### config.mk
export PLATFORM = sky130hd
export DESIGN_NAME = ump_top
export DESIGN_NICKNAME = d
export VERILOG_FILES = /design/src/ump_pkg.sv /design/src/ump_chan.sv /design/src/ump_top.sv
export SDC_FILE = /design/constraint.sdc
export NUM_CORES = 1
export LEC_CHECK = 0
export ABC_AREA = 0
export BUFFER_PORTS_ARGS = -buffer_cell sky130_fd_sc_hd__buf_2
export CAP_MARGIN = 25
export CORE_MARGIN = 3
export CORE_UTILIZATION = 50
export CTS_BUF_LIST = sky130_fd_sc_hd__clkbuf_16
export CTS_CLUSTER_DIAMETER = 60
export DETAILED_ROUTE_END_ITERATION = 12
export HOLD_SLACK_MARGIN = 0.15
export PLACE_DENSITY_LB_ADDON = 0.2
export SLEW_MARGIN = 25
export SYNTH_ARGS = -nofsm -noshare
export SYNTH_HDL_FRONTEND = slang
export SYNTH_HIERARCHICAL = 1
export SYNTH_SLANG_ARGS = --single-unit
### constraint.sdc
create_clock -name pclk -period 4.4 [get_ports pclk]
set_clock_uncertainty 0.15 [all_clocks]
set_input_delay 1.32 -clock pclk [delete_from_list [all_inputs] [get_ports pclk]]
set_output_delay 1.32 -clock pclk [all_outputs]
set_load 0.02 [all_outputs]
### src/ump_pkg.sv
// constants shared by the serial and modem pin block
package ump_pkg;
	// ======================================================
	// register map: word index per channel, channel select bit
	localparam logic [2:0] REG_DATA = 3'h0;
	localparam logic [2:0] REG_IER  = 3'h1;
	localparam logic [2:0] REG_ISTS = 3'h2;
	localparam logic [2:0] REG_EFR  = 3'h3;
	localparam logic [2:0] REG_MCR  = 3'h4;
	localparam logic [2:0] REG_MSR  = 3'h5;
	localparam logic [2:0] REG_DIV  = 3'h6;
	localparam int         CH_BIT   = 5;
	// ======================================================
	// field positions
	localparam int MCR_DTR  = 0;
	localparam int MCR_RTS  = 1;
	localparam int MCR_OP2  = 3;
	localparam int MCR_IR   = 6;
	localparam int AUTO_RTS = 6;
	localparam int AUTO_CTS = 7;
	localparam int ST_RX    = 0;
	localparam int ST_TX    = 1;
	localparam int ST_CTS   = 2;
	localparam int ST_W     = 3;
	localparam int MI_CTS   = 0;
	localparam int MI_DSR   = 1;
	localparam int MI_CD    = 2;
	localparam int MI_RI    = 3;
	localparam int MSR_BUSY = 4;
	localparam int MSR_FULL = 5;
	// ======================================================
	// reset values and write masks
	localparam logic [7:0]  MCR_RESET = 8'h00;
	localparam logic [7:0]  IER_RESET = 8'h00;
	localparam logic [7:0]  EFR_RESET = 8'h00;
	localparam logic [15:0] DIV_RESET = 16'h0001;
	localparam logic [7:0]  IER_WMASK = 8'hc7;
	localparam logic [7:0]  EFR_WMASK = 8'hc0;
	// ======================================================
	// bit timing in ticks of the 16x sample enable; last frame bit as a bit index
	localparam logic [3:0] SUB_LAST   = 4'hf;
	localparam logic [3:0] SUB_MID    = 4'h7;
	localparam logic [3:0] IR_PULSE   = 4'h3;
	localparam logic [3:0] FRAME_LAST = 4'h9;
endpackage : ump_pkg

### src/ump_chan.sv
// one channel's serial engine: divider, transmitter, receiver, infrared coding
`timescale 1ns/1ns
module ump_chan (
	input  wire logic        pclk,
	input  wire logic        presetn,
	input  wire logic        ir_mode,
	input  wire logic        tx_start,
	input  wire logic [7:0]  tx_data,
	input  wire logic [15:0] divisor,
	input  wire logic        serial_in,
	output logic             tx_busy,
	output logic             tx_done,
	output logic [7:0]       rx_data,
	output logic             rx_valid,
	output logic             serial_out
);
	logic [15:0] div_cnt;
	logic        tick;
	logic [9:0]  tx_shift;
	logic [3:0]  tx_sub, tx_bitn, rx_sub, rx_bitn;
	logic        rx_s1, rx_s2, rx_busy, seen, bit_val, smp;
	logic [7:0]  rx_shift;

	// ======================================================
	// 16x sample enable; divisor zero behaves like one
	assign tick = (div_cnt >= divisor - 16'h0001) || (divisor == 16'h0000);
	always_ff @(posedge pclk or negedge presetn) begin
		if (!presetn) div_cnt <= 16'h0000;
		else div_cnt <= tick ? 16'h0000 : div_cnt + 16'h0001;
	end

	// ======================================================
	// transmitter: start, eight data bits lsb first, one stop
	always_ff @(posedge pclk or negedge presetn) begin
		if (!presetn) begin
			tx_busy  <= 1'b0;
			tx_done  <= 1'b0;
			tx_shift <= 10'h3ff;
			tx_sub   <= 4'h0;
			tx_bitn  <= 4'h0;
		end else begin
			tx_done <= 1'b0;
			if (tx_start && !tx_busy) begin
				tx_busy  <= 1'b1;
				tx_shift <= {1'b1, tx_data, 1'b0};
				tx_sub   <= 4'h0;
				tx_bitn  <= 4'h0;
			end else if (tx_busy && tick) begin
				tx_sub <= tx_sub + 4'h1;
				if (tx_sub == ump_pkg::SUB_LAST) begin
					tx_shift <= {1'b1, tx_shift[9:1]};
					tx_bitn  <= tx_bitn + 4'h1;
					if (tx_bitn == ump_pkg::FRAME_LAST) begin
						tx_busy <= 1'b0;
						tx_done <= 1'b1;
					end
				end
			end
		end
	end

	// line level: idle high in standard mode (also through reset),
	// idle low in infrared mode with a short high pulse per zero bit
	always_ff @(posedge pclk or negedge presetn) begin
		if (!presetn) serial_out <= 1'b1;
		else if (ir_mode)
			serial_out <= tx_busy && !tx_shift[0] && (tx_sub < ump_pkg::IR_PULSE);
		else serial_out <= !tx_busy || tx_shift[0];
	end

	// ======================================================
	// receiver: pin synchronised before any use
	always_ff @(posedge pclk or negedge presetn) begin
		if (!presetn) begin
			rx_s1 <= 1'b1;
			rx_s2 <= 1'b1;
		end else begin
			rx_s1 <= serial_in;
			rx_s2 <= rx_s1;
		end
	end

	// infrared decode samples at bit end whether a pulse was seen
	assign smp     = tick && (rx_sub == (ir_mode ? ump_pkg::SUB_LAST : ump_pkg::SUB_MID));
	assign bit_val = ir_mode ? !seen : rx_s2;

	always_ff @(posedge pclk or negedge presetn) begin
		if (!presetn) begin
			rx_busy  <= 1'b0;
			rx_sub   <= 4'h0;
			rx_bitn  <= 4'h0;
			rx_shift <= 8'h00;
			rx_data  <= 8'h00;
			rx_valid <= 1'b0;
			seen     <= 1'b0;
		end else begin
			rx_valid <= 1'b0;
			if (!rx_busy) begin
				seen <= 1'b0;
				if (tick && (ir_mode ? rx_s2 : !rx_s2)) begin
					rx_busy <= 1'b1;
					rx_sub  <= 4'h0;
					rx_bitn <= 4'h0;
					seen    <= ir_mode;
				end
			end else if (tick) begin
				rx_sub <= rx_sub + 4'h1;
				if (rx_s2) seen <= 1'b1;
				if (rx_sub == ump_pkg::SUB_LAST) begin
					seen    <= 1'b0;
					rx_bitn <= rx_bitn + 4'h1;
				end
				if (smp) begin
					if (rx_bitn == 4'h0 && bit_val) rx_busy <= 1'b0; // false start
					else if (rx_bitn == ump_pkg::FRAME_LAST) begin
						rx_busy  <= 1'b0;
						rx_valid <= bit_val;
						rx_data  <= rx_shift;
					end else if (rx_bitn != 4'h0)
						rx_shift <= {bit_val, rx_shift[7:1]};
				end
			end
		end
	end
endmodule : ump_chan

### src/ump_top.sv
// apb register file and modem pins for two serial channels
//
// Our own choices: register access over APB and the register offsets.
`timescale 1ns/1ns
// Notes on behaviour
// - standard mode: transmit idles high, also in reset
// - infrared mode: coded line, idle low
// - output-two set: drive interrupt, user pin low
// - output-two clear: interrupt floats, user pin high
// - output-two resets to zero
// - cts readable, or gates transmit when auto enabled
// - dsr, cd, ri readable only, no effect
// - terminal ready output per channel, software driven
// - channel b rx ready low while data held
module ump_top (
	input  wire logic        pclk,
	input  wire logic        presetn,
	input  wire logic        psel,
	input  wire logic        penable,
	input  wire logic        pwrite,
	input  wire logic [7:0]  paddr,
	input  wire logic [31:0] pwdata,
	output logic [31:0]      prdata,
	output logic             pready,
	output logic             pslverr,
	output logic             serial_out_chan_a,
	output logic             serial_out_chan_b,
	input  wire logic        serial_in_chan_a,
	input  wire logic        serial_in_chan_b,
	output logic             request_to_send_n_a,
	output logic             request_to_send_n_b,
	input  wire logic        clear_to_send_n_a,
	input  wire logic        clear_to_send_n_b,
	output logic             terminal_ready_n_a,
	output logic             terminal_ready_n_b,
	input  wire logic        set_ready_n_a,
	input  wire logic        set_ready_n_b,
	input  wire logic        carrier_detect_n_a,
	input  wire logic        carrier_detect_n_b,
	input  wire logic        ring_indicator_n_a,
	input  wire logic        ring_indicator_n_b,
	output logic             user_output_two_n_a,
	output logic             user_output_two_n_b,
	output logic             irq_out_chan_a,
	output logic             irq_out_chan_a_oe,
	output logic             irq_out_chan_b,
	output logic             irq_out_chan_b_oe,
	output logic             rx_ready_n
);
	// ======================================================
	// apb decode: zero wait states, error on unmapped words
	logic       ch_sel;
	logic [2:0] idx;
	logic       mapped;
	logic       acc;
	logic       wr_en;
	logic       rd_en;
	logic [31:0] rd_val [2];
	logic [3:0]  modem_pin [2];
	logic [1:0]  rx_pin;
	logic [1:0]  tx_pin;
	logic [1:0]  rts_n;
	logic [1:0]  dtr_n;
	logic [1:0]  op2_n;
	logic [1:0]  irq;
	logic [1:0]  irq_oe;
	logic [1:0]  full;

	assign ch_sel  = paddr[ump_pkg::CH_BIT];
	assign idx     = paddr[4:2];
	assign mapped  = (paddr[7:6] == 2'h0) && (idx <= ump_pkg::REG_DIV) && (paddr[1:0] == 2'h0);
	assign acc     = psel && penable;
	assign pready  = acc;
	assign pslverr = acc && !mapped;
	assign wr_en   = acc && pwrite && mapped;
	assign rd_en   = acc && !pwrite && mapped;

	// read data is captured in the setup cycle so it comes from a flop
	always_ff @(posedge pclk or negedge presetn) begin
		if (!presetn) prdata <= 32'h0000_0000;
		else if (psel && !penable && !pwrite)
			prdata <= mapped ? rd_val[ch_sel] : 32'h0000_0000;
	end

	// ======================================================
	// pin bundles so both channels share one generate body
	assign modem_pin[0] = {ring_indicator_n_a, carrier_detect_n_a, set_ready_n_a,
		clear_to_send_n_a};
	assign modem_pin[1] = {ring_indicator_n_b, carrier_detect_n_b, set_ready_n_b,
		clear_to_send_n_b};
	assign rx_pin = {serial_in_chan_b, serial_in_chan_a};

	assign serial_out_chan_a   = tx_pin[0];
	assign serial_out_chan_b   = tx_pin[1];
	assign request_to_send_n_a = rts_n[0];
	assign request_to_send_n_b = rts_n[1];
	assign terminal_ready_n_a  = dtr_n[0];
	assign terminal_ready_n_b  = dtr_n[1];
	assign user_output_two_n_a = op2_n[0];
	assign user_output_two_n_b = op2_n[1];
	assign irq_out_chan_a      = irq[0];
	assign irq_out_chan_b      = irq[1];
	assign irq_out_chan_a_oe   = irq_oe[0];
	assign irq_out_chan_b_oe   = irq_oe[1];
	// channel a has no rx ready pin here
	assign rx_ready_n = !full[1];

	// ======================================================
	// per channel registers and pin logic
	for (genvar i = 0; i < 2; i++) begin : g_ch
		logic [7:0]  modem_ctrl_reg;
		logic [7:0]  irq_enable_reg;
		logic [7:0]  enhanced_feature_reg;
		logic [15:0] divisor;
		logic [ump_pkg::ST_W-1:0] ists;
		logic [ump_pkg::ST_W-1:0] ev;
		logic [7:0]  rx_holding_reg;
		logic [7:0]  tx_hold;
		logic [7:0]  rx_byte;
		logic [3:0]  mi_s1;
		logic [3:0]  mi_s2;
		logic        cts_q;
		logic        tx_full;
		logic        rx_full;
		logic        tx_busy;
		logic        tx_done;
		logic        rx_valid;
		logic        cts_ok;
		logic        auto_cts;
		logic        auto_rts;
		logic        go;
		logic        here;
		logic        irq_q;

		assign here     = (ch_sel == 1'(i));
		assign auto_cts = enhanced_feature_reg[ump_pkg::AUTO_CTS]
			&& irq_enable_reg[ump_pkg::AUTO_CTS];
		assign auto_rts = enhanced_feature_reg[ump_pkg::AUTO_RTS]
			&& irq_enable_reg[ump_pkg::AUTO_RTS];
		// clear to send only holds back new characters, never one in flight
		assign cts_ok = !auto_cts || !mi_s2[ump_pkg::MI_CTS];
		assign go     = tx_full && !tx_busy && cts_ok;

		// modem inputs pass two flops; only cts ever steers logic
		always_ff @(posedge pclk or negedge presetn) begin
			if (!presetn) begin
				mi_s1 <= 4'hf;
				mi_s2 <= 4'hf;
				cts_q <= 1'b1;
			end else begin
				mi_s1 <= modem_pin[i];
				mi_s2 <= mi_s1;
				cts_q <= mi_s2[ump_pkg::MI_CTS];
			end
		end

		// control registers written by software
		always_ff @(posedge pclk or negedge presetn) begin
			if (!presetn) begin
				modem_ctrl_reg       <= ump_pkg::MCR_RESET;
				irq_enable_reg       <= ump_pkg::IER_RESET;
				enhanced_feature_reg <= ump_pkg::EFR_RESET;
				divisor              <= ump_pkg::DIV_RESET;
			end else if (wr_en && here) begin
				case (idx)
					ump_pkg::REG_MCR: modem_ctrl_reg <= pwdata[7:0];
					ump_pkg::REG_IER: irq_enable_reg <= pwdata[7:0] & ump_pkg::IER_WMASK;
					ump_pkg::REG_EFR:
						enhanced_feature_reg <= pwdata[7:0] & ump_pkg::EFR_WMASK;
					ump_pkg::REG_DIV: divisor <= pwdata[15:0];
					default: ;
				endcase
			end
		end

		// transmit holding: writes while full are dropped
		always_ff @(posedge pclk or negedge presetn) begin
			if (!presetn) begin
				tx_full <= 1'b0;
				tx_hold <= 8'h00;
			end else if (go) tx_full <= 1'b0;
			else if (wr_en && here && idx == ump_pkg::REG_DATA && !tx_full) begin
				tx_full <= 1'b1;
				tx_hold <= pwdata[7:0];
			end
		end

		// receive holding: a new byte beats a read clear in the same cycle
		always_ff @(posedge pclk or negedge presetn) begin
			if (!presetn) begin
				rx_full        <= 1'b0;
				rx_holding_reg <= 8'h00;
			end else if (rx_valid) begin
				rx_full        <= 1'b1;
				rx_holding_reg <= rx_byte;
			end else if (rd_en && here && idx == ump_pkg::REG_DATA)
				rx_full <= 1'b0;
		end

		// sticky events, cleared by reading them; a new event wins
		assign ev[ump_pkg::ST_RX]  = rx_valid;
		assign ev[ump_pkg::ST_TX]  = tx_done;
		assign ev[ump_pkg::ST_CTS] = cts_q != mi_s2[ump_pkg::MI_CTS];
		always_ff @(posedge pclk or negedge presetn) begin
			if (!presetn) ists <= '0;
			else if (rd_en && here && idx == ump_pkg::REG_ISTS) ists <= ev;
			else ists <= ists | ev;
		end

		// interrupt level registered to keep the pin glitch free
		always_ff @(posedge pclk or negedge presetn) begin
			if (!presetn) irq_q <= 1'b0;
			else irq_q <= |(ists & irq_enable_reg[ump_pkg::ST_W-1:0]);
		end

		// output-two bit picks between driving the interrupt and the user pin
		assign irq[i]    = irq_q;
		assign irq_oe[i] = modem_ctrl_reg[ump_pkg::MCR_OP2];
		assign op2_n[i]  = !modem_ctrl_reg[ump_pkg::MCR_OP2];
		assign dtr_n[i]  = !modem_ctrl_reg[ump_pkg::MCR_DTR];
		// auto rts only withdraws a request software already made
		assign rts_n[i]  = !(modem_ctrl_reg[ump_pkg::MCR_RTS]
			&& !(auto_rts && rx_full));
		assign full[i]   = rx_full;

		// read values; dsr, cd and ri are only reported here
		always_comb begin
			rd_val[i] = 32'h0000_0000;
			case (idx)
				ump_pkg::REG_DATA: rd_val[i][7:0] = rx_holding_reg;
				ump_pkg::REG_IER:  rd_val[i][7:0] = irq_enable_reg;
				ump_pkg::REG_ISTS: rd_val[i][ump_pkg::ST_W-1:0] = ists;
				ump_pkg::REG_EFR:  rd_val[i][7:0] = enhanced_feature_reg;
				ump_pkg::REG_MCR:  rd_val[i][7:0] = modem_ctrl_reg;
				ump_pkg::REG_MSR: begin
					rd_val[i][3:0] = ~mi_s2;
					rd_val[i][ump_pkg::MSR_BUSY] = tx_busy;
					rd_val[i][ump_pkg::MSR_FULL] = rx_full;
				end
				ump_pkg::REG_DIV:  rd_val[i][15:0] = divisor;
				default: rd_val[i] = 32'h0000_0000;
			endcase
		end

		// serial engine; infrared mode chosen by the control register
		ump_chan u_chan (
			.pclk       (pclk),
			.presetn    (presetn),
			.ir_mode    (modem_ctrl_reg[ump_pkg::MCR_IR]),
			.tx_start   (go),
			.tx_data    (tx_hold),
			.divisor    (divisor),
			.serial_in  (rx_pin[i]),
			.tx_busy    (tx_busy),
			.tx_done    (tx_done),
			.rx_data    (rx_byte),
			.rx_valid   (rx_valid),
			.serial_out (tx_pin[i])
		);
	end
endmodule : ump_top

# After elaboration in Yosys (flattened, before gate mapping)
# Index checks and enable logic that the tools add are counted.
# totals
output_inout_bits,47
register_bits,288
elab_cells,350
# classes
n_bitwise,14
n_mux,108
n_eq_ne,24
order_cmp,6
reduce_logical,127
add_sub_neg,12
# ops
cell,count
2-to-1 mux 32 bit,3
2-to-1 mux 4 bit,24
2-to-1 mux 1 bit,62
2-to-1 mux 10 bit,6
logical AND 1 bit,48
2-to-1 mux 16 bit,3
one-hot mux 3 bit (6 select lines),2
adder 16 x 1 -> 16 bit (second input constant),2
adder 4 x 1 -> 4 bit (second input constant),8
== test 4 bit (second input constant),8
greater-or-equal comparator 16 bit,2
zero test 16 bit,2
AND reduction 2 bit,16
subtractor 16 x 1 -> 16 bit (second input constant),2
zero test 1 bit,26
one-hot mux 3 bit (4 select lines),2
nonzero test 2 bit,12
one-hot mux 2 bit (5 select lines),2
2-to-1 mux 8 bit,2
AND reduction 3 bit,4
AND reduction 6 bit,2
AND reduction 5 bit,2
== test 3 bit (second input constant),3
== test 4 bit,2
21 further kinds,46

# Depth between registers and ports, before layout
# logic_depth
word_depth,9
depth_mapped,15

# Cells and area by module
# The synthesis kept the hierarchy.
# by_module_without_submodules
mod,area_per_inst_um2,n_inst,cells_each
ump_top,6219.7,1,467
ump_chan at g_ch[1].u_chan,3950.0,1,392
ump_chan at g_ch[0].u_chan,3659.8,1,357

# Worst setup path before layout
# No wires, ideal clock.
# synth_path
kind,reg-to-reg
start,register g_ch[0].divisor[9]
end,register g_ch[0].u_chan.rx_shift[0]
stages_incl_launch_ff,13
setup_ns,0.125
path_slack_ns,0.355
period_less_slack_ns,4.045
arrival_time_ns,3.770
n_path_buf,1
path_cell_list,dfrtp_1 -> or4_4 -> or3_1 -> nor3_1 -> xnor2_1 -> ha_1 -> and4_1 -> nand4_1 -> or4_1 -> and3_1 -> buf_6 -> nor4_4 -> mux2_2
# synth_between
elab_chain_len,5
# synth_lines
element,line,source
start: declaration,ump_top.sv:114,logic [15:0] divisor;
start signal: assignment,ump_top.sv:163,divisor <= ump_pkg::DIV_RESET;
start signal: assignment,ump_top.sv:170,ump_pkg::REG_DIV: divisor <= pwdata[15:0];
subtractor 16 x 1 -> 16 bit,ump_chan.sv:26,assign tick = (div_cnt >= divisor - 16'h0001) || (divisor == 16'h0000);
greater-or-equal comparator 16 bit,ump_chan.sv:26,
logical OR 1 bit *,ump_chan.sv:26,
logical AND 1 bit,ump_chan.sv:84,assign smp = tick && (rx_sub == (ir_mode ? ump_pkg::SUB_LAST : ump_pkg::SUB_MID));
AND reduction 6 bit (no source line) *,-,
end signal: assignment,ump_chan.sv:120,"rx_shift <= {bit_val, rx_shift[7:1]};"
end: declaration,ump_chan.sv:22,logic [7:0] rx_shift;
# Every way passes the cells marked *; elsewhere a longest branch is shown, timed or not.
# A chain may end at the register's enable or synchronous reset.

# Final worst setup path
# layout_path
start,register g_ch[0].divisor[9]
end,register g_ch[0].u_chan.rx_shift[1]
# Same word-level chain as after synthesis.

==> reports/results.md <==
| Parameter | Value |
|:---|:---|
| Post-synthesis instance area | 13800 um^2 |
| Final count of hold timing violations | 0 |
| Net total in the final layout | 1408 |
| GRT Total Usage | 21.5% |
| Remaining antenna violation count after routing | 0 |
| Netlist cell types | 84 |
| Buffer levels on the longest clock path | 3 |
| Buffer cell driving the clock tree root | sky130_fd_sc_hd__clkbuf_16 |
| CP required | 4.71 ns |
| Number of clock sinks seen by CTS | 270 |
| CP Data Arrival Time | 4.50 ns |
| Number of placed I/O pins | 102 |
| Maximum level of the CTS H-tree | 1 |
| Post-CTS setup buffers | 0 |
| Wire length after detailed routing | 31400 um |
| Mean instance size in the synthesized netlist | 11.4 um^2 |
| Net switching share of the total power | 28.4% |
| Final setup viols | 0 |
| N_diodes | 0 |
| Highest fanout seen on the critical path | 11 |
| Sequential fraction of the synthesis area | 49.3% |
| Slowest cell on crit path | sky130_fd_sc_hd__or4_4 |
| Worst slew margin | 42.7% |
| Synthesis warning total | 6 |
| Post-route minimum period | 4.19 ns |
| Top flop regs | g_ch.divisor (32), g_ch.u_chan/div_cnt (32), g_ch.u_chan/tx_shift (18) |
| List of cells traversed by the critical path | or4_4, or3_1, nor3_1, xnor2_1, ha_1, and4_1, nand4_1, or4_1, and3_2, nor4_4, buf_4, mux2_2 |
| Share of power burned in combinational logic | 14.9% |
| Placer's final routability congestion estimate | 0.850 |
| Number of placed instances with taps included | 1641 |
| Number of flops mapped to enable cells by yosys | 0 |
| Internal | 4630 uW |
| Worst Hold Class | flop to flop |
| Commonest cells after routing, fill and taps aside | sky130_fd_sc_hd__dfrtp_1 (226), sky130_fd_sc_hd__mux2_2 (126), sky130_fd_sc_hd__nor2_1 (81), sky130_fd_sc_hd__nand2_1 (80), sky130_fd_sc_hd__buf_2 (68) |
| Outcome | finished clean |
| Cell class contributing the biggest share of worst-path delay | simple AND/OR/NAND/NOR gates |
| Leading cell type in the layout, fill and taps excluded | sky130_fd_sc_hd__dfrtp_1 |
| Pin count of the biggest net entering global routing | 99 |
| Cts bufs inserted | 31 |
| Number of standard cells in the final layout excluding fillers | 1699 |
| Top area cells in the synthesized netlist | sky130_fd_sc_hd__dfrtp_1 (41%), sky130_fd_sc_hd__mux2_2 (10%), sky130_fd_sc_hd__dfstp_2 (8.4%), sky130_fd_sc_hd__ha_1 (4.5%), sky130_fd_sc_hd__nor2_1 (2.2%) |
| Horiz. Die Dim | 172 um |
| Async set or reset register ratio after synthesis | 100% |
| Total die area | 29700 um^2 |
| CTS tree | done |
| Final cycle utilization of the critical path | 95.3% |
| DRC | 0 |
| Number of max-cap violations | 0 |
| Number of antenna violations at the first check in global routing | 0 |
| Insertion delay to the later sink of the worst-skew pair | 0.58 ns |
| Drt via density | 5.75 |
| Fmax | 239 MHz |
| CP peak stage delay | 0.56 ns |
| Final HPWL DP | 22000 um |
| Element type at the critical path start | flop |
| Power per cell area | 411 nW/um^2 |
| Flop pwr share | 45.0% |
| Leakage Power | 0.00752 uW |
| Buf/Inv on CP | 1 |
| First-pass iteration count of the detailed router | 5 |
| Area fraction of the dominant cell type after synthesis | 40.9% |
| Row count | 60 |
| Peak supply drop | 0.307 mV |
| Critical Path Sink Type | flop |
| Crit Path Category | flop to flop |
| Area Overhead vs Synth | 13.6% |
| Share of layout cells above drive strength 1 | 28.0% |
| First-pass GRT wire length | 51600 um |
| DIE HEIGHT | 172 um |
| Sw Pwr | 1830 uW |
| Drt first-iter violations | 690 |
| Vias in the first global route | 9755 |
| Average wire per cell in the routed design | 18.5 um |
| Biggest area consumer among synthesized cells | sky130_fd_sc_hd__dfrtp_1 |
| Clock transition at the registers of the reported paths | 0.06 ns |
| Flop and latch count out of synthesis | 270 |
| Total via count after detailed routing | 9772 |
| Unrepaired setup endpoints after global routing | false |
| Synth Flop Type | sky130_fd_sc_hd__dfrtp_1 |
| Transition time at the pin with the least slew margin | 0.837 ns |
| Setup TNS | 0 ns |
| Core Footprint | 27100 um^2 |
| Clock group share of total power | 40.1% |
| Overflow left after global routing | 0 |
| Effective utilization at floorplan | 51.0% |
| I/O Buffers | 69 |
| Count of final max-slew check failures | 0 |
| Number of instances in the synthesized netlist | 1216 |
cells in the mapped netlist (6+ instances only):
library cell,n
sky130_fd_sc_hd__dfrtp_1,226
sky130_fd_sc_hd__mux2_2,126
sky130_fd_sc_hd__nor2_1,81
sky130_fd_sc_hd__nand2_1,80
sky130_fd_sc_hd__ha_1,50
sky130_fd_sc_hd__dfstp_2,44
sky130_fd_sc_hd__nand3_1,43
sky130_fd_sc_hd__inv_1,40
sky130_fd_sc_hd__clkbuf_1,35
sky130_fd_sc_hd__xor2_1,32
sky130_fd_sc_hd__o21ai_0,30
sky130_fd_sc_hd__xnor2_1,30
sky130_fd_sc_hd__nand4_1,29
sky130_fd_sc_hd__a21oi_1,27
sky130_fd_sc_hd__mux2i_1,27
sky130_fd_sc_hd__nor3_1,21
sky130_fd_sc_hd__and2_1,17
sky130_fd_sc_hd__buf_4,16
sky130_fd_sc_hd__nor2b_1,16
sky130_fd_sc_hd__nand2b_1,13
sky130_fd_sc_hd__a21o_1,12
sky130_fd_sc_hd__a31oi_1,11
sky130_fd_sc_hd__and3_1,11
sky130_fd_sc_hd__buf_1,10
sky130_fd_sc_hd__mux2_4,10
sky130_fd_sc_hd__a221oi_1,9
sky130_fd_sc_hd__a22oi_1,9
sky130_fd_sc_hd__o221ai_1,9
sky130_fd_sc_hd__o311ai_0,9
sky130_fd_sc_hd__a221o_1,8
sky130_fd_sc_hd__o211ai_1,8
sky130_fd_sc_hd__a22o_1,7
sky130_fd_sc_hd__and4_1,6
sky130_fd_sc_hd__nor3b_1,6
sky130_fd_sc_hd__o2bb2ai_1,6
sky130_fd_sc_hd__o31ai_1,6
sky130_fd_sc_hd__or3_1,6
power by group through the flow:
stage	combinational, uW	clock (uW)	sequential, uW
after global routing	1090	2760	2930
after CTS	969	2650	2900
final	963	2590	2910
after detailed placement	965	0	2940
after global placement	937	0	2930
after floorplan	727	0	2870
per-stage QoR:
step	setup slack [ns]	util [%]	area, um^2	hold slack, ns	power (uW)
floorplan	0.355	-	13900	0.195	3600
global placement	0.153	54.1	14700	0.196	3870
detailed placement	0.106	54.1	14700	0.197	3910
CTS	0.110	57.9	15700	0.206	6520
global route	0.00601	58.0	15700	0.207	6780
finish	0.209	58.0	15700	0.205	6460
worst register-to-register path, stage by stage (launching register included):
cell and delay (ns):
sky130_fd_sc_hd__dfrtp_1 0.38, sky130_fd_sc_hd__or4_4 0.56, sky130_fd_sc_hd__or3_1 0.34, sky130_fd_sc_hd__nor3_1 0.20
sky130_fd_sc_hd__xnor2_1 0.09, sky130_fd_sc_hd__ha_1 0.29, sky130_fd_sc_hd__and4_1 0.24, sky130_fd_sc_hd__nand4_1 0.13
sky130_fd_sc_hd__or4_1 0.55, sky130_fd_sc_hd__and3_2 0.33, sky130_fd_sc_hd__nor4_4 0.28, sky130_fd_sc_hd__buf_4 0.21
sky130_fd_sc_hd__mux2_2 0.35
path summary, 6_finish.rpt:
path | from | to | slack (ns) | cells after the start
setup / recovery | g_ch[0].divisor[9]$_DFFE_PN0P_ | g_ch[0].u_chan/rx_shift[1]$_DFFE_PN0P_ | 0.21 | 12
hold / removal | g_ch[1].mi_s1[0]$_DFF_PN1_ | g_ch[1].mi_s2[0]$_DFF_PN1_ | 0.20 | 0
setup reg to reg | g_ch[0].divisor[9]$_DFFE_PN0P_ | g_ch[0].u_chan/rx_shift[1]$_DFFE_PN0P_ | 0.21 | 12
hold reg to reg | g_ch[1].mi_s1[0]$_DFF_PN1_ | g_ch[1].mi_s2[0]$_DFF_PN1_ | 0.20 | 0
max in group asynchronous | presetn | g_ch[0].cts_q$_DFF_PN1_ | 2.55 | 2
min in group asynchronous | presetn | g_ch[0].u_chan/div_cnt[12]$_DFF_PN0_ | 0.64 | 1
routing by layer:
metal  track usage (%)  vias up  wire length (um)
met5                 0        -                 0
met4              4.65        0               643
met3              3.64       45              1880
met2              33.1      281             14100
met1              32.3     4850             14900
li1                  -     4596                 -
what timing repair did:
item	CTS	global route
gates resized for setup	0	4
endpoints found under the setup margin	0	60
hold buffers	0	0
final cells by class:
class                           instances  area (um^2)
Fill cell                            2274        11400
Sequential cell                       270         6810
Multi-Input combinational cell        851         6570
Clock buffer                           31          776
Timing Repair Buffer                  108          677
Tap cell                              372          465
Clock inverter                         26          249
Inverter                               41          154
logic make-up (layout without fill, tap and decap cells):
| logic type | Yosys count | count (layout) | share of synthesized area [%] |
|---|---|---|---|
| AND/OR/NAND/NOR | 360 | 360 | 14.0 |
| flip-flops | 270 | 270 | 49.3 |
| AO/OA/AOI/OAI | 200 | 200 | 11.2 |
| multiplexers | 163 | 163 | 13.3 |
| buffers and inverters | 110 | 206 | 3.74 |
| XOR/XNOR | 62 | 62 | 3.93 |
| adder cells (fa/ha/maj) | 50 | 50 | 4.52 |
| other | 1 | 16 | 0.0271 |
No activity file was read; power rests on OpenSTA's default activity.
